===== config.mk =====
export PLATFORM = sky130hd
export DESIGN_NAME = csf_status_table
export DESIGN_NICKNAME = d
export VERILOG_FILES = /design/src/csf_flag_alu.v /design/src/csf_status_table.v
export VERILOG_INCLUDE_DIRS = /design/src
export SDC_FILE = /design/constraint.sdc
export NUM_CORES = 1
export LEC_CHECK = 0
export BUFFER_PORTS_ARGS = -buffer_cell sky130_fd_sc_hd__buf_2
export CAP_MARGIN = 25
export CORE_MARGIN = 3
export CORE_UTILIZATION = 30
export CTS_CLUSTER_SIZE = 25
export DETAILED_ROUTE_END_ITERATION = 10
export PLACE_DENSITY_LB_ADDON = 0.25
export SLEW_MARGIN = 10
export SYNTH_ARGS = -nofsm -noshare
export SYNTH_HDL_FRONTEND = slang
export SYNTH_SLANG_ARGS = --single-unit

===== constraint.sdc =====
create_clock -name pclk -period 5.5 [get_ports pclk]
set_input_delay 0 -clock pclk [delete_from_list [all_inputs] [get_ports pclk]]
set_output_delay 0 -clock pclk [all_outputs]
set_load 0.005 [all_outputs]

===== src/csf_regs.vh =====
// register map, field positions, reset values and operation codes of the flag and table-read block
// assumes an apb slave with 32-bit data, one aligned word per register
`ifndef CSF_REGS_VH
`define CSF_REGS_VH

// register byte offsets
`define CSF_OFS_FLAGS       8'h00
`define CSF_OFS_TBL_PTR_LO  8'h04
`define CSF_OFS_TBL_PTR_HI  8'h08
`define CSF_OFS_TBL_HI_LAT  8'h0c
`define CSF_OFS_INT_STATUS  8'h10
`define CSF_OFS_INT_MASK    8'h14
`define CSF_OFS_TBL_CTRL    8'h18

// flag register field positions
`define CSF_FLAG_C    0
`define CSF_FLAG_AC   1
`define CSF_FLAG_Z    2
`define CSF_FLAG_OV   3
`define CSF_FLAG_PDF  4
`define CSF_FLAG_TO   5

// interrupt status field positions
`define CSF_INT_TBL_DONE  0
`define CSF_INT_WDT_EXP   1
`define CSF_INT_OVERFLOW  2

// table control field positions
`define CSF_CTRL_START  0
`define CSF_CTRL_BUSY   1

// reset values
`define CSF_RST_FLAGS    6'h00
`define CSF_RST_PTR      8'h00
`define CSF_RST_LATCH    8'h00
`define CSF_RST_INT      3'h0

// alu operation codes
`define CSF_OP_ADD  4'h0
`define CSF_OP_ADC  4'h1
`define CSF_OP_SUB  4'h2
`define CSF_OP_SBC  4'h3
`define CSF_OP_AND  4'h4
`define CSF_OP_OR   4'h5
`define CSF_OP_XOR  4'h6
`define CSF_OP_RLC  4'h7
`define CSF_OP_RRC  4'h8
`define CSF_OP_PASS 4'h9

`endif


===== src/csf_flag_alu.v =====
// combinational alu core that produces a result and the four condition flags
// assumes the caller registers the outputs and supplies the current carry flag
`timescale 1ns/1ps
`include "csf_regs.vh"

module csf_flag_alu (
  op,
  opa,
  opb,
  carry_in,
  result,
  flag_val,
  flag_upd
);
  input  wire [3:0] op;
  input  wire [7:0] opa;
  input  wire [7:0] opb;
  input  wire       carry_in;
  output reg  [7:0] result;
  output reg  [3:0] flag_val;
  output reg  [3:0] flag_upd;

  reg  [4:0] low_sum;
  reg  [7:0] low7_sum;
  reg  [8:0] full_sum;
  reg  [7:0] b_eff;
  reg        cin_eff;
  reg        arith;

  // subtraction is a + ~b + 1, so carry out means no borrow
  always @* begin
    arith    = 1'b0;
    b_eff    = opb;
    cin_eff  = 1'b0;
    result   = opa;
    flag_upd = 4'h0;
    case (op)
      `CSF_OP_ADD: begin arith = 1'b1; end
      `CSF_OP_ADC: begin arith = 1'b1; cin_eff = carry_in; end
      `CSF_OP_SUB: begin arith = 1'b1; b_eff = ~opb; cin_eff = 1'b1; end
      `CSF_OP_SBC: begin arith = 1'b1; b_eff = ~opb; cin_eff = carry_in; end
      default: begin arith = 1'b0; end
    endcase
    low_sum  = {1'b0, opa[3:0]} + {1'b0, b_eff[3:0]} + {4'h0, cin_eff};
    low7_sum = {1'b0, opa[6:0]} + {1'b0, b_eff[6:0]} + {7'h00, cin_eff};
    full_sum = {1'b0, opa} + {1'b0, b_eff} + {8'h00, cin_eff};
    flag_val[`CSF_FLAG_C]  = full_sum[8];
    flag_val[`CSF_FLAG_AC] = low_sum[4];
    flag_val[`CSF_FLAG_OV] = low7_sum[7] ^ full_sum[8];
    case (op)
      `CSF_OP_AND: result = opa & opb;
      `CSF_OP_OR:  result = opa | opb;
      `CSF_OP_XOR: result = opa ^ opb;
      `CSF_OP_RLC: begin
        result = {opa[6:0], carry_in};
        flag_val[`CSF_FLAG_C] = opa[7];
      end
      `CSF_OP_RRC: begin
        result = {carry_in, opa[7:1]};
        flag_val[`CSF_FLAG_C] = opa[0];
      end
      `CSF_OP_PASS: result = opa;
      default: result = full_sum[7:0];
    endcase
    flag_val[`CSF_FLAG_Z] = (result == 8'h00);
    if (arith) begin
      flag_upd = 4'hf;
    end else if ((op == `CSF_OP_RLC) || (op == `CSF_OP_RRC)) begin
      flag_upd[`CSF_FLAG_C] = 1'b1;
    end else if (op != `CSF_OP_PASS) begin
      flag_upd[`CSF_FLAG_Z] = 1'b1;
    end
  end
endmodule // csf_flag_alu


===== src/csf_status_table.v =====
// condition and system flag register with table-read pointers and high-byte latch, apb slave
// assumes every core-side input is driven by logic on pclk and program memory answers with a valid strobe
//
// Contract
// - a table read fetches the program word at the address formed by the high and low table pointers.
// - after a table read the high byte goes to the latch and the low byte to the instruction's destination.
// - the table pointers are plain writable registers that increment and decrement can change in place.
// - the flag register is 8 bits, flags in bits 5 to 0, bits 7 and 6 read zero.
// - writes alter the four arithmetic flags only; time-out and power-down flags are read only.
// - the time-out flag clears on power-up, watchdog clear or sleep and sets on watchdog expiry only.
// - the power-down flag clears on power-up or watchdog clear and sets on sleep only.
// - carry is set on an addition carry out or a subtraction without borrow, else cleared.
// - rotate through carry loads carry with the bit shifted out.
// - half carry is set on a carry out of the low nibble or no borrow into it, else cleared.
// - zero is set when an arithmetic or logical result is zero, else cleared.
// - overflow is set when carry into the top bit differs from carry out of it.
// - interrupt entry and calls never save the flag register automatically.
`timescale 1ns/1ps
`include "csf_regs.vh"

module csf_status_table (
  pclk,
  presetn,
  psel,
  penable,
  pwrite,
  paddr,
  pwdata,
  prdata,
  pready,
  pslverr,
  alu_valid,
  alu_op,
  alu_opa,
  alu_opb,
  alu_result,
  flag_wr,
  flag_wdata,
  flags,
  wdt_expire,
  sleep_instr,
  watchdog_clear_instruction,
  ptr_wr,
  ptr_inc,
  ptr_dec,
  ptr_wdata,
  tbl_read_req,
  prog_rd,
  prog_addr,
  prog_data,
  prog_data_valid,
  tbl_low_byte,
  tbl_low_valid,
  irq
);
  input  wire        pclk;
  input  wire        presetn;
  input  wire        psel;
  input  wire        penable;
  input  wire        pwrite;
  input  wire [7:0]  paddr;
  input  wire [31:0] pwdata;
  output wire [31:0] prdata;
  output wire        pready;
  output wire        pslverr;
  input  wire        alu_valid;
  input  wire [3:0]  alu_op;
  input  wire [7:0]  alu_opa;
  input  wire [7:0]  alu_opb;
  output wire [7:0]  alu_result;
  input  wire        flag_wr;
  input  wire [7:0]  flag_wdata;
  output wire [7:0]  flags;
  input  wire        wdt_expire;
  input  wire        sleep_instr;
  input  wire        watchdog_clear_instruction;
  input  wire [1:0]  ptr_wr;
  input  wire [1:0]  ptr_inc;
  input  wire [1:0]  ptr_dec;
  input  wire [7:0]  ptr_wdata;
  input  wire        tbl_read_req;
  output wire        prog_rd;
  output wire [15:0] prog_addr;
  input  wire [15:0] prog_data;
  input  wire        prog_data_valid;
  output wire [7:0]  tbl_low_byte;
  output wire        tbl_low_valid;
  output wire        irq;

  localparam [2:0] ST_IDLE  = 3'b001;
  localparam [2:0] ST_FETCH = 3'b010;
  localparam [2:0] ST_DONE  = 3'b100;

  reg  [5:0]  flags_ff;
  reg  [5:0]  nxt_flags;
  reg  [7:0]  ptr_ff [0:1];
  reg  [7:0]  latch_ff;
  reg  [7:0]  alu_result_ff;
  reg  [2:0]  state_ff;
  reg  [2:0]  nxt_state;
  reg         prog_rd_ff;
  reg  [15:0] prog_addr_ff;
  reg  [7:0]  low_byte_ff;
  reg         low_valid_ff;
  reg  [2:0]  int_status_ff;
  reg  [2:0]  nxt_int_status;
  reg  [2:0]  int_mask_ff;
  reg         irq_ff;
  reg         pready_ff;
  reg         pslverr_ff;
  reg  [31:0] prdata_ff;
  reg  [31:0] rd_mux;
  reg         addr_hit;
  wire        apb_acc;
  wire        apb_wr;
  wire [7:0]  alu_res;
  wire [3:0]  alu_flag_val;
  wire [3:0]  alu_flag_upd;
  wire        sw_start;
  wire        tbl_start;
  wire        ovf_event;

  //////////////////////////////////////////////////////////////////////////////
  // apb slave: answer in the second access cycle so all read data comes from flops

  assign apb_acc = psel & penable & ~pready_ff;
  assign apb_wr  = apb_acc & pwrite & addr_hit;

  // address decode and read mux; bits above each register read zero
  always @* begin
    addr_hit = 1'b1;
    rd_mux   = 32'h0000_0000;
    case (paddr)
      `CSF_OFS_FLAGS:      rd_mux[5:0] = flags_ff;
      `CSF_OFS_TBL_PTR_LO: rd_mux[7:0] = ptr_ff[0];
      `CSF_OFS_TBL_PTR_HI: rd_mux[7:0] = ptr_ff[1];
      `CSF_OFS_TBL_HI_LAT: rd_mux[7:0] = latch_ff;
      `CSF_OFS_INT_STATUS: rd_mux[2:0] = int_status_ff;
      `CSF_OFS_INT_MASK:   rd_mux[2:0] = int_mask_ff;
      `CSF_OFS_TBL_CTRL:   rd_mux[`CSF_CTRL_BUSY] = ~state_ff[0];
      default:             addr_hit = 1'b0;
    endcase
  end

  // bus answer flops; unmapped addresses get pslverr, writes to them are dropped
  always @(posedge pclk or negedge presetn) begin
    if (!presetn) begin
      pready_ff  <= 1'b0;
      pslverr_ff <= 1'b0;
      prdata_ff  <= 32'h0000_0000;
    end else begin
      pready_ff  <= apb_acc;
      pslverr_ff <= apb_acc & ~addr_hit;
      if (apb_acc && !pwrite) begin
        prdata_ff <= rd_mux;
      end
    end
  end

  //////////////////////////////////////////////////////////////////////////////
  // alu and flag register

  csf_flag_alu u_alu (
    .op       (alu_op),
    .opa      (alu_opa),
    .opb      (alu_opb),
    .carry_in (flags_ff[`CSF_FLAG_C]),
    .result   (alu_res),
    .flag_val (alu_flag_val),
    .flag_upd (alu_flag_upd)
  );

  // later assignments win: core write over alu over apb write; system bits set over clear
  always @* begin : flag_next
    integer i;
    nxt_flags = flags_ff;
    if (apb_wr && (paddr == `CSF_OFS_FLAGS)) begin
      nxt_flags[3:0] = pwdata[3:0];
    end
    for (i = 0; i < 4; i = i + 1) begin
      if (alu_valid && alu_flag_upd[i]) begin
        nxt_flags[i] = alu_flag_val[i];
      end
    end
    if (flag_wr) begin
      nxt_flags[3:0] = flag_wdata[3:0];
    end
    if (watchdog_clear_instruction || sleep_instr) begin
      nxt_flags[`CSF_FLAG_TO] = 1'b0;
    end
    if (wdt_expire) begin
      nxt_flags[`CSF_FLAG_TO] = 1'b1;
    end
    if (watchdog_clear_instruction) begin
      nxt_flags[`CSF_FLAG_PDF] = 1'b0;
    end
    if (sleep_instr) begin
      nxt_flags[`CSF_FLAG_PDF] = 1'b1;
    end
  end

  // power-up clears everything; there is no path that pushes flags anywhere
  always @(posedge pclk or negedge presetn) begin
    if (!presetn) begin
      flags_ff      <= `CSF_RST_FLAGS;
      alu_result_ff <= 8'h00;
    end else begin
      flags_ff <= nxt_flags;
      if (alu_valid) begin
        alu_result_ff <= alu_res;
      end
    end
  end

  //////////////////////////////////////////////////////////////////////////////
  // table pointers: low and high bytes wrap on their own, no carry between them

  genvar g;
  generate
    for (g = 0; g < 2; g = g + 1) begin : g_ptr
      wire apb_ptr_wr;
      assign apb_ptr_wr = apb_wr &&
                          (paddr == ((g == 0) ? `CSF_OFS_TBL_PTR_LO : `CSF_OFS_TBL_PTR_HI));
      // core write beats step beats apb write
      always @(posedge pclk or negedge presetn) begin
        if (!presetn) begin
          ptr_ff[g] <= `CSF_RST_PTR;
        end else if (ptr_wr[g]) begin
          ptr_ff[g] <= ptr_wdata;
        end else if (ptr_inc[g]) begin
          ptr_ff[g] <= ptr_ff[g] + 8'h01;
        end else if (ptr_dec[g]) begin
          ptr_ff[g] <= ptr_ff[g] - 8'h01;
        end else if (apb_ptr_wr) begin
          ptr_ff[g] <= pwdata[7:0];
        end
      end
    end
  endgenerate

  //////////////////////////////////////////////////////////////////////////////
  // table read sequencer

  assign sw_start  = apb_wr && (paddr == `CSF_OFS_TBL_CTRL) && pwdata[`CSF_CTRL_START];
  assign tbl_start = tbl_read_req | sw_start;

  // requests while busy are ignored, also in the low-byte strobe cycle; the core must wait until after the strobe
  always @* begin
    nxt_state = state_ff;
    case (state_ff)
      ST_IDLE:  if (tbl_start) nxt_state = ST_FETCH;
      ST_FETCH: if (prog_data_valid) nxt_state = ST_DONE;
      ST_DONE:  nxt_state = ST_IDLE;
      default:  nxt_state = ST_IDLE;
    endcase
  end

  // address is sampled from the pointers when the read starts
  always @(posedge pclk or negedge presetn) begin
    if (!presetn) begin
      state_ff     <= ST_IDLE;
      prog_rd_ff   <= 1'b0;
      prog_addr_ff <= 16'h0000;
      latch_ff     <= `CSF_RST_LATCH;
      low_byte_ff  <= 8'h00;
      low_valid_ff <= 1'b0;
    end else begin
      state_ff     <= nxt_state;
      low_valid_ff <= 1'b0;
      if (state_ff[0] && tbl_start) begin
        prog_rd_ff   <= 1'b1;
        prog_addr_ff <= {ptr_ff[1], ptr_ff[0]};
      end
      if (state_ff[1] && prog_data_valid) begin
        prog_rd_ff   <= 1'b0;
        latch_ff     <= prog_data[15:8];
        low_byte_ff  <= prog_data[7:0];
        low_valid_ff <= 1'b1;
      end
    end
  end

  //////////////////////////////////////////////////////////////////////////////
  // interrupts: sticky events, write one to clear, set wins over clear

  assign ovf_event = alu_valid & alu_flag_upd[`CSF_FLAG_OV] & alu_flag_val[`CSF_FLAG_OV];

  always @* begin
    nxt_int_status = int_status_ff;
    if (apb_wr && (paddr == `CSF_OFS_INT_STATUS)) begin
      nxt_int_status = int_status_ff & ~pwdata[2:0];
    end
    if (state_ff[1] && prog_data_valid) begin
      nxt_int_status[`CSF_INT_TBL_DONE] = 1'b1;
    end
    if (wdt_expire) begin
      nxt_int_status[`CSF_INT_WDT_EXP] = 1'b1;
    end
    if (ovf_event) begin
      nxt_int_status[`CSF_INT_OVERFLOW] = 1'b1;
    end
  end

  // irq follows status and mask one cycle later so it leaves a flop
  always @(posedge pclk or negedge presetn) begin
    if (!presetn) begin
      int_status_ff <= `CSF_RST_INT;
      int_mask_ff   <= `CSF_RST_INT;
      irq_ff        <= 1'b0;
    end else begin
      int_status_ff <= nxt_int_status;
      if (apb_wr && (paddr == `CSF_OFS_INT_MASK)) begin
        int_mask_ff <= pwdata[2:0];
      end
      irq_ff <= |(int_status_ff & int_mask_ff);
    end
  end

  //////////////////////////////////////////////////////////////////////////////
  // outputs

  assign prdata        = prdata_ff;
  assign pready        = pready_ff;
  assign pslverr       = pslverr_ff;
  assign alu_result    = alu_result_ff;
  assign flags         = {2'b00, flags_ff};
  assign prog_rd       = prog_rd_ff;
  assign prog_addr     = prog_addr_ff;
  assign tbl_low_byte  = low_byte_ff;
  assign tbl_low_valid = low_valid_ff;
  assign irq           = irq_ff;

endmodule // csf_status_table


Word-level counts from Yosys, hierarchy flattened
Index checks and enable logic that the tools add are counted.

operators by class
  $add $sub $neg = 10
  eq/ne operators = 20
  mux-type cells = 45
  bitwise logic cells = 19
  reduce and logical (&&, ||, !) cells = 36

operator list
  cell                 number
  $mux 8               9
  $pmux 8 s6           1
  $eq 8x5->1 const B   3
  $mux 1               22
  $add 8x1->8 const B  2
  $eq 4x3->1 const B   4
  $eq 8x4->1 const B   2
  $logic_not 8->1      2
  $sub 8x1->8 const B  2
  $logic_and 1x1->1    13
  $pmux 1 s6           2
  $pmux 3 s4           1
  $reduce_bool 2->1    6
  $add 8x8->9          1
  $add 9x1->9          1
  $mux 3               3
  $reduce_bool 3->1    3
  $add 7x7->8          1
  $add 8x1->8          1
  $and 8x8->8          1
  $eq 4x2->1 const B   2
  $eq 4x4->1 const B   2
  $eq 8x3->1 const B   1
  $mux 4               2
  other kinds (29)     43

word-level totals
  register bits = 84
  bits of input ports = 110
  word-level logic and storage cells = 152

Longest topological paths before layout
Gate-level depths: netlist (run 1).

  word-level depth = 10
  mapped depth = 13

Cells and area by module
From an unflattened synthesis (run 1), not the netlist that was laid out.

unflattened totals
  cells, all modules = 675
  area total of the unflattened synthesis = 6189.7 um2

by module, submodules not included
  module            times used  cells an instance  area an instance (um2)
  csf_status_table  1           492                4828.4
  csf_flag_alu      1           183                1361.3

Worst setup path after synthesis (run 1)
OpenSTA, ideal clock, no wires.

  path kind = input to register
  start point = input alu_op[1]
  end point = register alu_result_ff[6] (netlist: alu_result[6])
  setup time = 125 ps
  arrival = 2997 ps
  path slack = 2378 ps
  stages = 13
  cells stage by stage = clkbuf_1 > clkbuf_1 > and2_1 > clkbuf_1 > xnor2_1 > fa_1 > fa_1 > a211oi_1 > o21ai_0 > a21oi_1 > xor2_1 > a21oi_1 > mux2_2

on the way
  word-level cells in the longest chain between the ends = 6
  elaborated cells on any way between the ends = 16
  classes of those cells = add/sub (2); eq/ne (9); mux (3); reduce/logical (2)

RTL lines
  item                       RTL line                text
  from (decl)                csf_status_table.v:67   input wire [3:0] alu_op;
  $eq 4x2->1                 csf_flag_alu.v:37       case (op)
  $reduce_or 2->1 (no line)  --
  $mux 8                     --
  $add 8x8->9                csf_flag_alu.v:46       full_sum = {1'b0, opa} + {1'b0, b_eff} + {8'h00, cin_eff};
  $add 9x1->9                csf_flag_alu.v:46
  $pmux 8 s6 *               csf_flag_alu.v:50       case (op)
  to (signal assigned)       csf_status_table.v:210  alu_result_ff <= alu_res;
  to (decl)                  csf_status_table.v:98   reg [7:0] alu_result_ff;

Every way passes the cells marked *; elsewhere a longest branch is shown, timed or not.
A chain may end at the register's enable or synchronous reset.

Final worst setup path (run 1)
  start point = register flags_ff[0]
  end point = register flags_ff[1]

on the way
  word-level cells in the longest chain between the ends = 4

RTL lines
  item                    RTL line                text
  from (decl)             csf_status_table.v:94   reg [5:0] flags_ff;
  from (signal assigned)  csf_status_table.v:205  flags_ff <= `CSF_RST_FLAGS;
  from (signal assigned)  csf_status_table.v:208  flags_ff <= nxt_flags;
  $pmux 1 s2              csf_flag_alu.v:37
  $add 5x1->5             csf_flag_alu.v:44       low_sum = {1'b0, opa[3:0]} + {1'b0, b_eff[3:0]} + {4'h0, cin_eff};
  $mux 1                  csf_status_table.v:181  if (alu_valid && alu_flag_upd[i]) begin
  $mux 4                  csf_status_table.v:185  if (flag_wr) begin

No other way between the ends.

==> results_tabular.tex, run 1 <==
\begin{tabular}{lr}
\hline
Metric & Value \\
\hline
\multicolumn{2}{l}{\textbf{Pwr}} \\
Power spent charging and discharging nets & 0.726 mW \\
Internal power component & 1.59 mW \\
Part of the total power dissipated in the clock network & 0.289 \\
Peak ir drop on the vdd network & 0.000136 V \\
Power share of the combinational group & 0.315 \\
Leakage & approximately 3.5 nW \\
Sw Share & 0.314 \\
Register share of total power & 0.397 \\
Areal power density over the cells & 309 mW/mm² \\
Overall power of the completed layout & 2.31 mW \\
\multicolumn{2}{l}{\textbf{Synth}} \\
Register area share after synthesis & 0.346 \\
Post-synthesis instance total & 666 \\
Unique cell type count in the Yosys netlist & 70 \\
Proportion of register bits with asynchronous set or reset after synthesis & 1.00 \\
Avg Inst Size Synth & between 9 and 10 µm² \\
Number of enable flip-flop cells after synthesis & 0 \\
FF+latch count, synth & 84 \\
Ys Warns & 0 \\
Primary FF master, synth & sky130\_fd\_sc\_hd\_\_dfrtp\_1 \\
Post-synthesis instance area & 0.00609 mm² \\
\multicolumn{2}{l}{\textbf{GRT}} \\
Via count of the first global-routing pass & 5204 \\
Overall track demand over capacity in global routing & 0.162 \\
Total congestion overflow after global routing & 0 \\
Number of antenna violations at the first check in global routing & 1 \\
Pin count of the biggest net entering global routing & 49 \\
Wire length of the first global-routing pass & 28500 µm \\
\multicolumn{2}{l}{\textbf{CTS}} \\
TritonCTS clock tree & done \\
Count of cells resized by post-cts repair & 0 \\
Source-to-sink clock delay at the later pin of the worst-skew pair & 0.35 ns \\
Clock slew at reported path FFs & $\sim$0.060 ns \\
\# Post-CTS Setup Buffers & 0 \\
Depth of the CTS H-tree & 3 \\
CTS hold repair buffers & 36 \\
Max clock buf depth & 2 \\
Buffer type at the clock tree root & sky130\_fd\_sc\_hd\_\_clkbuf\_16 \\
TritonCTS Buffers & 9 \\
Number of clock sinks seen by CTS & 84 \\
\multicolumn{2}{l}{\textbf{Detailed routing}} \\
Total DRC errors in the routed layout & 0 \\
Number of antenna-violating nets in the routed design & 0 \\
Pre-antenna DRT Iters & 5 \\
Average via count per standard cell & 4.96 \\
Final wirelength & roughly 18000 µm \\
Iteration-0 DRC Markers & around 340 \\
Mean routed wirelength per cell & between 15 and 20 µm \\
Via total after detailed routing & 5333 \\
\multicolumn{2}{l}{\textbf{Critical path}} \\
Worst Path Max Fanout & 5 \\
Worst r2r path cells & 10 \\
Critical Path RT & approximately 5.7 ns \\
Largest stage delay on the critical path & 0.55 ns \\
Reg2reg setup slack & 2.44 ns \\
Type of element capturing the critical path & register \\
Critical path data arrival time & $\sim$3.3 ns \\
Worst Path Class, Setup & register to register \\
Capturing point of the worst reg2reg path & flags\_ff[1] \\
Top Family by Delay on Critical Path & adder cells \\
Critical path buffer and inverter count & 1 \\
Launching point of the worst reg2reg path & flags\_ff[0] \\
Crit path launch type & register \\
Slowest-stage cell, CP & sky130\_fd\_sc\_hd\_\_dlygate4sd3\_1 \\
Cells along the critical path & and2\_1, o21a\_1, fa\_1, fa\_1, a21o\_1, a21oi\_1, nor2\_1, a21oi\_1, o21ai\_0, dlygate4sd3\_1 \\
\multicolumn{2}{l}{\textbf{Run}} \\
Count of max-cap constraint violations & 0 \\
\multicolumn{2}{l}{\textbf{Outcome}} \\
Status & completed \\
\multicolumn{2}{l}{\textbf{Layout}} \\
Count of inserted antenna diode cells & 0 \\
Proportion of layout cells with a drive suffix above 1 & 0.258 \\
Area growth syn-to-layout & 23.1\% \\
Non-filler cells in the finished layout & approximately 1100 \\
Total number of nets in the final design & 944 \\
Post-route standard cell area excluding fillers & 0.00749 mm² \\
\multicolumn{2}{l}{\textbf{Timing}} \\
Setup tns final & 0 ns \\
Setup-violating endpoint count in the final report & 0 \\
Final setup skew & roughly 0.016 ns \\
Final number of max-transition violations & 0 \\
Worst relative slew slack & 0.353 \\
RSZ-0062 raised after global routing & no \\
Maximum operating frequency & $\sim$330 MHz \\
Final Cycle Share & 0.556 \\
Shortest period the worst path allows & 3.06 ns \\
Total count of hold-check failures in the final report & 0 \\
Slew at the pin with the worst max-slew slack & 0.971 ns \\
Worst hold-check slack & 0.0154 ns \\
\multicolumn{2}{l}{\textbf{Floorplan}} \\
Core Area & 0.0197 mm² \\
Initial Utilization & 0.309 \\
Die X-Extent & 148 µm \\
Die Outline Area & 0.0220 mm² \\
Row count & 51 \\
Vert. Die Dim & 148 µm \\
I/O pin total & 187 \\
\multicolumn{2}{l}{\textbf{Hold path}} \\
Depth of the worst hold-timing path & 2 \\
HP Class & input port to register \\
Startpoint of the lowest-slack hold path & pwdata[2] \\
Worst hold endpoint & int\_mask\_ff[2] \\
\multicolumn{2}{l}{\textbf{Placement}} \\
Placed Cells incl. Taps & between 1000 and 1500 \\
Post-Place Cell Area & 0.00681 mm² \\
Sum of net half-perimeters after detailed placement & about 14000 µm \\
Global placer's final weighted congestion & 0.872 \\
Input/output buffers & around 130 \\
\hline
\end{tabular}
registers in the layout, summed over array words and instances (netlist names):
| name | cells |
|---|---|
| prdata | 8 |
| tbl_low_byte | 8 |
| int_mask_ff | 3 |
| prog_addr | 16 |
| alu_result | 8 |
| prog_rd | 1 |
| int_status_ff | 3 |
| ptr_ff | 16 |
| pready | 1 |
| flags_ff | 6 |
| tbl_low_valid | 1 |
| irq | 1 |
| state_ff | 3 |
| pslverr | 1 |
| latch_ff | 8 |
logic make-up (layout without fill, tap and decap cells):
kind of cell / Yosys count / in the layout / share of synthesized area
DFF: 84 / 84 / 0.346
muxes: 70 / 70 / 0.131
buffers and inverters: 104 / 223 / 0.0853
AOI/OAI and AO/OA: 170 / 170 / 0.188
and+or+nand+nor: 188 / 188 / 0.159
xor gates and xnor gates: 20 / 20 / 0.0288
adders and majority gates: 29 / 29 / 0.0621
other: 1 / 26 / 0.000616
synth_stat cells, types with 5 or more instances:
library cell                number  area (µm²)
sky130_fd_sc_hd__a2bb2oi_1       5        43.8
sky130_fd_sc_hd__clkbuf_1       30         113
sky130_fd_sc_hd__mux2i_1        23         230
sky130_fd_sc_hd__a21o_1          7        52.6
sky130_fd_sc_hd__or2_2           5        31.3
sky130_fd_sc_hd__a221oi_1        7        61.3
sky130_fd_sc_hd__o31ai_1         5        37.5
sky130_fd_sc_hd__o22ai_1        13        81.3
sky130_fd_sc_hd__mux2_4         10         150
sky130_fd_sc_hd__xor2_1          8        70.1
sky130_fd_sc_hd__xnor2_1        12         105
sky130_fd_sc_hd__o221ai_1        5        43.8
sky130_fd_sc_hd__mux2_2         37         417
sky130_fd_sc_hd__o21ai_0        36         180
sky130_fd_sc_hd__inv_1          38         143
sky130_fd_sc_hd__nand2_1        52         195
sky130_fd_sc_hd__nand2b_1        8        50.1
sky130_fd_sc_hd__a21oi_1        39         195
sky130_fd_sc_hd__a32oi_1         5        43.8
sky130_fd_sc_hd__and2_1          6        37.5
sky130_fd_sc_hd__nor3_1          6        30.0
sky130_fd_sc_hd__buf_4          27         203
sky130_fd_sc_hd__and3_1          6        37.5
sky130_fd_sc_hd__nand3_1        20         100
sky130_fd_sc_hd__nor2b_1        12        75.1
sky130_fd_sc_hd__ha_1           27         338
sky130_fd_sc_hd__a22oi_1         6        45.0
sky130_fd_sc_hd__dfrtp_1        83        2080
sky130_fd_sc_hd__nor2_1         45         169
sky130_fd_sc_hd__a22o_1          5        43.8
cell type report:
type                       count  area [µm²]
fill                        2029       12200
multi-input combinational    503        3560
sequential                    84        2100
timing repair buffer         169        1030
tap                          265         332
clock buffer                  11         243
inverter                      38         143
clock inverter                 5        82.6
routing by layer:
metal / wire length (µm) / GRT usage / vias up
li1: - / - / 2616
met3: 1020 / 0.0387 / 12
met1: 8130 / 0.220 / 2551
met2: 8450 / 0.262 / 152
met5: 20 / 0 / -
met4: 163 / 0.0342 / 2
worst reg2reg max path, delay by kind of cell, from the launching register on:
| family | cells | cell delay, ns |
|---|---|---|
| fa+ha+maj | 2 | 0.83 |
| flops | 1 | 0.44 |
| compound gates | 5 | 0.82 |
| buf+inv | 1 | 0.55 |
| simple gates | 2 | 0.30 |
worst max path at each step:
stage	from	end	slack (ns)	cells past startpoint
finish	flags_ff[0]	flags_ff[1]	2.44	10
global route	alu_op[2]	alu_result[6]	2.26	12
CTS	flags_ff[0]	flags_ff[1]	2.43	10
detailed placement	alu_op[2]	flags_ff[2]	2.16	12
global placement	alu_op[2]	flags_ff[2]	2.18	12
floorplan	alu_op[1]	alu_result[6]	2.38	13
cells in the final DEF (no fill, tap or decap), drive strengths merged, types with 27 or more instances in the layout:
cell,n
a21oi,39
buf,133
dfrtp,83
dlygate4sd3,36
ha,27
inv,39
mux2,47
nand2,52
nor2,46
o21ai,38
stage by stage:
step           utilization  worst slack [ns]
3_3_place_gp         0.345              2.18
2_1_floorplan            -              2.38
3_5_place_dp         0.345              2.16
6_report             0.380              2.44
4_1_cts              0.380              2.43
5_1_grt              0.380              2.26
power by group through the flow:
| stage | registers (mW) | clock network (mW) | logic [mW] |
|---|---|---|---|
| 2_1_floorplan | 0.898 | 0 | 0.474 |
| 3_3_place_gp | 0.928 | 0 | 0.709 |
| 3_5_place_dp | 0.930 | 0 | 0.715 |
| 4_1_cts | 0.919 | 0.689 | 0.739 |
| 5_1_grt | 0.944 | 0.711 | 0.815 |
| 6_report | 0.918 | 0.668 | 0.728 |
Note: power is estimated with default switching activity, not from simulation.
==> inputs of run 2 (changes only) <==
--- a/config.mk
+++ b/config.mk
@@ -6,6 +6,7 @@
 export SDC_FILE = /design/constraint.sdc
 export NUM_CORES = 1
 export LEC_CHECK = 0
+export ABC_AREA = 1
 export BUFFER_PORTS_ARGS = -buffer_cell sky130_fd_sc_hd__buf_2
 export CAP_MARGIN = 25
 export CORE_MARGIN = 3
==> constraint.sdc (replaced) <==
create_clock -name pclk -period 2.54 [get_ports pclk]
set_input_delay 0 -clock pclk [delete_from_list [all_inputs] [get_ports pclk]]
set_output_delay 0 -clock pclk [all_outputs]
set_load 0.005 [all_outputs]
==> results_tabular.tex, run 2 <==
\begin{tabular}{lr}
\hline
Metric & Value \\
\hline
\multicolumn{2}{l}{\textbf{Synth}} \\
Primary FF master, synth & sky130\_fd\_sc\_hd\_\_dfrtp\_1 \\
Most repeated cell in the gate-level netlist after synthesis & sky130\_fd\_sc\_hd\_\_nand2\_1 \\
Unique cell type count in the Yosys netlist & 45 \\
Cell taking the most area after synthesis & sky130\_fd\_sc\_hd\_\_dfrtp\_1 \\
Post-synth top cells & sky130\_fd\_sc\_hd\_\_nand2\_1 (218), sky130\_fd\_sc\_hd\_\_inv\_1 (104), sky130\_fd\_sc\_hd\_\_dfrtp\_1 (83) \\
Avg Inst Size Synth & 7.14 µm² \\
Register area share after synthesis & 0.345 \\
Number of enable flip-flop cells after synthesis & 0 \\
Ys Warns & 0 \\
Post-synthesis instance total & 854 \\
Yosys top cell area share & 0.341 \\
Post-synthesis instance area & 0.00610 mm² \\
Cell types occupying the most area after synthesis & sky130\_fd\_sc\_hd\_\_dfrtp\_1 (34\%), sky130\_fd\_sc\_hd\_\_nand2\_1 (13\%), sky130\_fd\_sc\_hd\_\_inv\_1 (6.4\%) \\
Proportion of register bits with asynchronous set or reset after synthesis & 1.00 \\
FF+latch count, synth & 84 \\
\multicolumn{2}{l}{\textbf{Timing}} \\
Shortest period the worst path allows & 2.31 ns \\
Worst relative slew slack & 0.578 \\
RSZ-0062 raised after global routing & no \\
Total count of hold-check failures in the final report & 0 \\
Setup tns final & 0 ns \\
Final number of max-transition violations & 0 \\
Final Cycle Share & 0.911 \\
Maximum operating frequency & 432 MHz \\
Setup-violating endpoint count in the final report & 0 \\
Slew at the pin with the worst max-slew slack & 0.633 ns \\
Final setup skew & 0.00744 ns \\
\multicolumn{2}{l}{\textbf{Critical path}} \\
Logic depth of the worst setup path including buffers & 14 \\
Critical path data arrival time & about 2.5 ns \\
Slowest-stage cell, CP & sky130\_fd\_sc\_hd\_\_fa\_1 \\
Worst Path Class, Setup & register to register \\
Worst Path Max Fanout & 3 \\
Crit path launch type & register \\
Cells along the critical path & inv\_1, a211oi\_1, fa\_2, fa\_1, nand2\_1, nand3\_1, nand2\_2, nor2\_1, nor2\_2, nor2\_1, nor2\_1, o21ai\_0, nor2\_1, o22ai\_1 \\
Worst r2r path cells & 14 \\
Largest stage delay on the critical path & 0.39 ns \\
Type of element capturing the critical path & register \\
Reg2reg setup slack & $\sim$0.23 ns \\
Top Family by Delay on Critical Path & adder cells \\
Critical path buffer and inverter count & 1 \\
Library cell appearing most often on the critical path & sky130\_fd\_sc\_hd\_\_nor2\_1 \\
Critical Path RT & 2.77 ns \\
\multicolumn{2}{l}{\textbf{Hold path}} \\
Depth of the worst hold-timing path & 3 \\
HP Class & input port to register \\
\multicolumn{2}{l}{\textbf{Layout}} \\
Post-route standard cell area excluding fillers & roughly 0.0076 mm² \\
Count of inserted antenna diode cells & 0 \\
Total number of nets in the final design & 1157 \\
Proportion of layout cells with a drive suffix above 1 & 0.209 \\
Most common library cell in the layout ignoring fill and taps & sky130\_fd\_sc\_hd\_\_nand2\_1 \\
Commonest cells after routing, fill and taps aside & sky130\_fd\_sc\_hd\_\_nand2\_1 (217), sky130\_fd\_sc\_hd\_\_buf\_2 (131), sky130\_fd\_sc\_hd\_\_inv\_1 (104) \\
Filler cells & 2102 \\
Area growth syn-to-layout & 25.0\% \\
Reg area & roughly 0.0021 mm² \\
Area of combinational cells with multiple inputs & 0.00336 mm² \\
Non-filler cells in the finished layout & 1288 \\
\multicolumn{2}{l}{\textbf{Outcome}} \\
Status & completed \\
\multicolumn{2}{l}{\textbf{CTS}} \\
Max clock buf depth & 2 \\
Buffer type at the clock tree root & sky130\_fd\_sc\_hd\_\_clkbuf\_16 \\
TritonCTS clock tree & done \\
Source-to-sink clock delay at the later pin of the worst-skew pair & 0.35 ns \\
Number of clock sinks seen by CTS & 84 \\
Clock slew at reported path FFs & 0.06 ns \\
Depth of the CTS H-tree & 3 \\
TritonCTS Buffers & 9 \\
\multicolumn{2}{l}{\textbf{Detailed routing}} \\
Iteration-0 DRC Markers & between 400 and 500 \\
Total DRC errors in the routed layout & 0 \\
Final wirelength & 18800 µm \\
Number of antenna-violating nets in the routed design & 0 \\
Via total after detailed routing & roughly 6000 \\
Pre-antenna DRT Iters & 5 \\
Mean routed wirelength per cell & around 15 µm \\
Average via count per standard cell & 4.67 \\
\multicolumn{2}{l}{\textbf{GRT}} \\
Wire length of the first global-routing pass & 29700 µm \\
Total congestion overflow after global routing & 0 \\
Overall track demand over capacity in global routing & 0.169 \\
Via count of the first global-routing pass & 5724 \\
Number of antenna violations at the first check in global routing & 1 \\
Pin count of the biggest net entering global routing & 51 \\
\multicolumn{2}{l}{\textbf{Pwr}} \\
Areal power density over the cells & 645 mW/mm² \\
Leakage & 3.96 nW \\
Peak ir drop on the vdd network & 0.000332 V \\
\multicolumn{2}{l}{\textbf{Floorplan}} \\
Core Area & roughly 0.02 mm² \\
Die Outline Area & 0.0221 mm² \\
Row count & 51 \\
Vert. Die Dim & 149 µm \\
I/O pin total & 187 \\
Initial Utilization & 0.309 \\
Die X-Extent & about 150 µm \\
\multicolumn{2}{l}{\textbf{Placement}} \\
Input/output buffers & between 100 and 150 \\
Placed Cells incl. Taps & 1239 \\
Post-Place Cell Area & 0.00696 mm² \\
Sum of net half-perimeters after detailed placement & 14900 µm \\
Global placer's final weighted congestion & 0.880 \\
\multicolumn{2}{l}{\textbf{Run}} \\
Count of max-cap constraint violations & 0 \\
\hline
\end{tabular}
## run 2: cell type report
cell class	count	area share
multi-input cells	633	0.441
well taps	265	0.0435
clock inverters	7	0.0130
clock buffers	9	0.0295
repair buffers	173	0.140
flip-flops and latches	84	0.276
inverters	117	0.0576
## run 2: cell families after synthesis
kind of cell    count (synthesis)  synth area share
compound gates                163             0.157
xor+xnor                       14            0.0201
fa+ha+maj                      29            0.0620
buf+inv                       162             0.121
flops                          84             0.345
other cells                     1          0.000615
simple gates                  401             0.294
## run 2: metrics by stage
step	utilization	hold WS, ns	worst slack (ns)	power, mW
after floorplan	-	-0.296	0.242	2.87
after global placement	0.353	0.00393	0.137	3.42
after detailed placement	0.353	-0.00133	0.0564	3.45
after CTS	0.386	0.000560	0.126	4.98
after global routing	0.387	0.0171	0.00307	5.28
final	0.387	0.00988	0.227	4.92
## run 2: path summary, 6_finish.rpt
| path | start | to |
|---|---|---|
| max | flags_ff[0] | flags_ff[0] |
| min | flag_wr | flags_ff[0] |
| max reg2reg | flags_ff[0] | flags_ff[0] |
| min reg2reg | prog_addr[9] | prog_addr[9] |
| max in group asynchronous | presetn | prog_addr[7] |
| min in group asynchronous | presetn | ptr_ff[15] |
## run 2: worst reg2reg max path: cells and delay by family, from the launching register on
family                   cells  cell delay, ns
adder cells (fa/ha/maj)      2            0.76
AND/OR/NAND/NOR              8            0.71
flip-flops                   1            0.38
AO/OA/AOI/OAI                3            0.24
buffers and inverters        1            0.09
## run 2: where the power goes
part	internal, mW	switching (mW)	total [mW]
logic	0.635	0.923	1.56
registers	1.69	0.209	1.90
clock network	0.870	0.587	1.46
total	3.20	1.72	4.92
## run 2: repair_timing
| action | in CTS | in global routing |
|---|---|---|
| setup endpoints to repair | 0 | 5 |
| gates resized for setup | 0 | 4 |
| hold endpoints to repair | 67 | 0 |
| setup buffers | 0 | 0 |
| hold buffers | 33 | 0 |
## run 2: routing by layer
| metal | GRT usage | wire [µm] |
|---|---|---|
| met1 | 0.229 | 8380 |
| met2 | 0.278 | 8920 |
| met3 | 0.0341 | 1230 |
| met5 | 0 | 7 |
| met4 | 0.0411 | 224 |
==> inputs of run 3 (changes only) <==
==> constraint.sdc (replaced) <==
create_clock -name pclk -period 2.54 [get_ports pclk]
set_input_delay 0.508 -clock pclk [delete_from_list [all_inputs] [get_ports pclk]]
set_output_delay 0.508 -clock pclk [all_outputs]
set_load 0.005 [all_outputs]
==> results_tabular.tex, run 3 (synthesis gave the netlist of run 2 again) <==
\begin{tabular}{lr}
\hline
Metric & Value \\
\hline
\multicolumn{2}{l}{\textbf{GRT}} \\
Wire length of the first global-routing pass & 29000 µm \\
Overall track demand over capacity in global routing & 0.167 \\
Via count of the first global-routing pass & 5397 \\
Total congestion overflow after global routing & 0 \\
Pin count of the biggest net entering global routing & 54 \\
Number of antenna violations at the first check in global routing & 2 \\
\multicolumn{2}{l}{\textbf{CTS}} \\
Max clock buf depth & 2 \\
Source-to-sink clock delay at the later pin of the worst-skew pair & 0.35 ns \\
Clock slew at reported path FFs & 0.07 ns \\
Number of clock sinks seen by CTS & 84 \\
Buffer type at the clock tree root & sky130\_fd\_sc\_hd\_\_clkbuf\_16 \\
Depth of the CTS H-tree & 3 \\
TritonCTS clock tree & done \\
TritonCTS Buffers & 9 \\
\multicolumn{2}{l}{\textbf{Critical path}} \\
Crit path launch type & input port \\
Type of element capturing the critical path & register \\
Worst r2r path cells & 15 \\
Capturing point of the worst reg2reg path & flags\_ff[2] \\
Launching point of the worst reg2reg path & flags\_ff[0] \\
Crit path launch & alu\_op[2] \\
Reg2reg setup slack & 0.30 ns \\
Critical path data arrival time & 2.57 ns \\
Worst Path Class, Setup & input port to register \\
Worst Path Max Fanout & 3 \\
Critical Path RT & 2.81 ns \\
Worst Setup EP & flags\_ff[2] \\
\multicolumn{2}{l}{\textbf{Outcome}} \\
Status & completed \\
\multicolumn{2}{l}{\textbf{Floorplan}} \\
Core Area & 0.0197 mm² \\
Vert. Die Dim & 149 µm \\
Die Outline Area & 0.0221 mm² \\
Die X-Extent & 149 µm \\
Row count & 51 \\
I/O pin total & approximately 190 \\
Initial Utilization & 0.309 \\
\multicolumn{2}{l}{\textbf{Placement}} \\
Worst slack, placed & -0.208 ns \\
Global placer's final weighted congestion & a little under 0.9 \\
Placed Cells incl. Taps & 1262 \\
Input/output buffers & 132 \\
Sum of net half-perimeters after detailed placement & 14800 µm \\
\multicolumn{2}{l}{\textbf{Timing}} \\
Final setup skew & 0.00859 ns \\
Maximum operating frequency & 435 MHz \\
Setup slack after layout & around 0.24 ns \\
Setup-violating endpoint count in the final report & 0 \\
Shortest period the worst path allows & 2.30 ns \\
Final number of max-transition violations & 0 \\
Worst relative slew slack & 0.584 \\
Slew at the pin with the worst max-slew slack & approximately 0.62 ns \\
Final Cycle Share & 0.906 \\
RSZ-0062 raised after global routing & no \\
Total count of hold-check failures in the final report & 0 \\
\multicolumn{2}{l}{\textbf{Layout}} \\
Non-filler cells in the finished layout & 1279 \\
Area growth syn-to-layout & 22.4\% \\
Area of combinational cells with multiple inputs & 0.00338 mm² \\
Proportion of layout cells with a drive suffix above 1 & 0.241 \\
Reg area & about 0.0021 mm² \\
Count of inserted antenna diode cells & 0 \\
Commonest cells after routing, fill and taps aside & sky130\_fd\_sc\_hd\_\_nand2\_1 (215), sky130\_fd\_sc\_hd\_\_buf\_2 (131), sky130\_fd\_sc\_hd\_\_inv\_1 (104) \\
Most common library cell in the layout ignoring fill and taps & sky130\_fd\_sc\_hd\_\_nand2\_1 \\
Total number of nets in the final design & 1148 \\
Filler cells & 2132 \\
\multicolumn{2}{l}{\textbf{Detailed routing}} \\
Average via count per standard cell & 4.66 \\
Final wirelength & 18500 µm \\
Via total after detailed routing & 5959 \\
Mean routed wirelength per cell & 14.5 µm \\
Number of antenna-violating nets in the routed design & 0 \\
Iteration-0 DRC Markers & around 320 \\
Total DRC errors in the routed layout & 0 \\
Pre-antenna DRT Iters & 5 \\
\multicolumn{2}{l}{\textbf{Hold path}} \\
HP Class & input port to async pin \\
\multicolumn{2}{l}{\textbf{Pwr}} \\
Peak ir drop on the vdd network & between 0.0003 and 0.0004 V \\
Internal power component & 3.03 mW \\
Power share of the combinational group & 0.329 \\
Part of the total power dissipated in the clock network & 0.271 \\
Leakage & 3.92 nW \\
Sw Share & 0.363 \\
Overall power of the completed layout & $\sim$4.7 mW \\
Power spent charging and discharging nets & 1.72 mW \\
Register share of total power & 0.400 \\
Areal power density over the cells & 636 mW/mm² \\
\multicolumn{2}{l}{\textbf{Run}} \\
Count of max-cap constraint violations & 0 \\
\hline
\end{tabular}
run 3: timing repair:
action | CTS | global route
endpoints found under the setup margin | 0 | 3
buffers inserted | 0 | 1
hold buffers | 0 | 0
resized for setup | 0 | 6
run 3: worst max-delay path: stages:
cell and delay, ns:
sky130_fd_sc_hd__buf_2 0.12, sky130_fd_sc_hd__nor2_4 0.13, sky130_fd_sc_hd__nand2_4 0.06, sky130_fd_sc_hd__xor2_1 0.16, sky130_fd_sc_hd__fa_2 0.38, sky130_fd_sc_hd__fa_2 0.36, sky130_fd_sc_hd__nand2_2 0.08, sky130_fd_sc_hd__nand3_2 0.08
sky130_fd_sc_hd__nand2_2 0.09, sky130_fd_sc_hd__inv_1 0.06, sky130_fd_sc_hd__nand2_1 0.07, sky130_fd_sc_hd__nand2_1 0.05, sky130_fd_sc_hd__nand2_1 0.05, sky130_fd_sc_hd__nand3_1 0.06, sky130_fd_sc_hd__nand2_1 0.10, sky130_fd_sc_hd__nand4_1 0.10
sky130_fd_sc_hd__a21oi_1 0.15
run 3: layout make-up:
class	instances	share of cell area
repair buffers	164	0.123
well taps	265	0.0444
flip-flops and latches	84	0.282
clock inverters	6	0.00637
inverters	117	0.0589
clock buffers	10	0.0320
multi-input cells	633	0.454
run 3: how the worst min path moves through the flow:
stage | startpoint | to | slack [ns] | cells after the start
3_3_place_gp | tbl_low_byte[2] | tbl_low_byte[2] | 0.46 | 2
6_report | presetn | prog_addr[1] | 0.11 | 1
5_1_grt | presetn | prog_addr[1] | 0.13 | 1
2_1_floorplan | presetn | alu_result[0] | 0.21 | 0
3_5_place_dp | tbl_low_byte[3] | tbl_low_byte[3] | 0.46 | 2
4_1_cts | presetn | prog_addr[2] | 0.11 | 1
run 3: stage by stage:
stage / area [µm²] / util / hold WS (ns) / TNS (ns)
final: 7460 / 0.378 / 0.107 / 0
after CTS: 7430 / 0.377 / 0.110 / 0
after floorplan: 6210 / - / 0.212 / 0
after detailed placement: 7150 / 0.362 / 0.462 / -1.05
after global routing: 7460 / 0.378 / 0.133 / 0
after global placement: 7150 / 0.362 / 0.459 / -0.843
run 3: per-layer routing:
metal,global-route usage,part of all wire,up-vias
met4,0.0402,0.011,4
met3,0.0314,0.052,15
met5,0,0.0011,-
li1,-,-,3046
met2,0.268,0.47,143
met1,0.234,0.47,2751
run 3: power by group through the flow:
| stage | Clock (mW) | Combinational, mW | Sequential [mW] |
|---|---|---|---|
| 6_report | 1.29 | 1.56 | 1.90 |
| 2_1_floorplan | 0 | 0.951 | 1.92 |
| 3_5_place_dp | 0 | 1.57 | 1.93 |
| 3_3_place_gp | 0 | 1.56 | 1.92 |
| 4_1_cts | 1.33 | 1.58 | 1.90 |
| 5_1_grt | 1.39 | 1.79 | 1.95 |
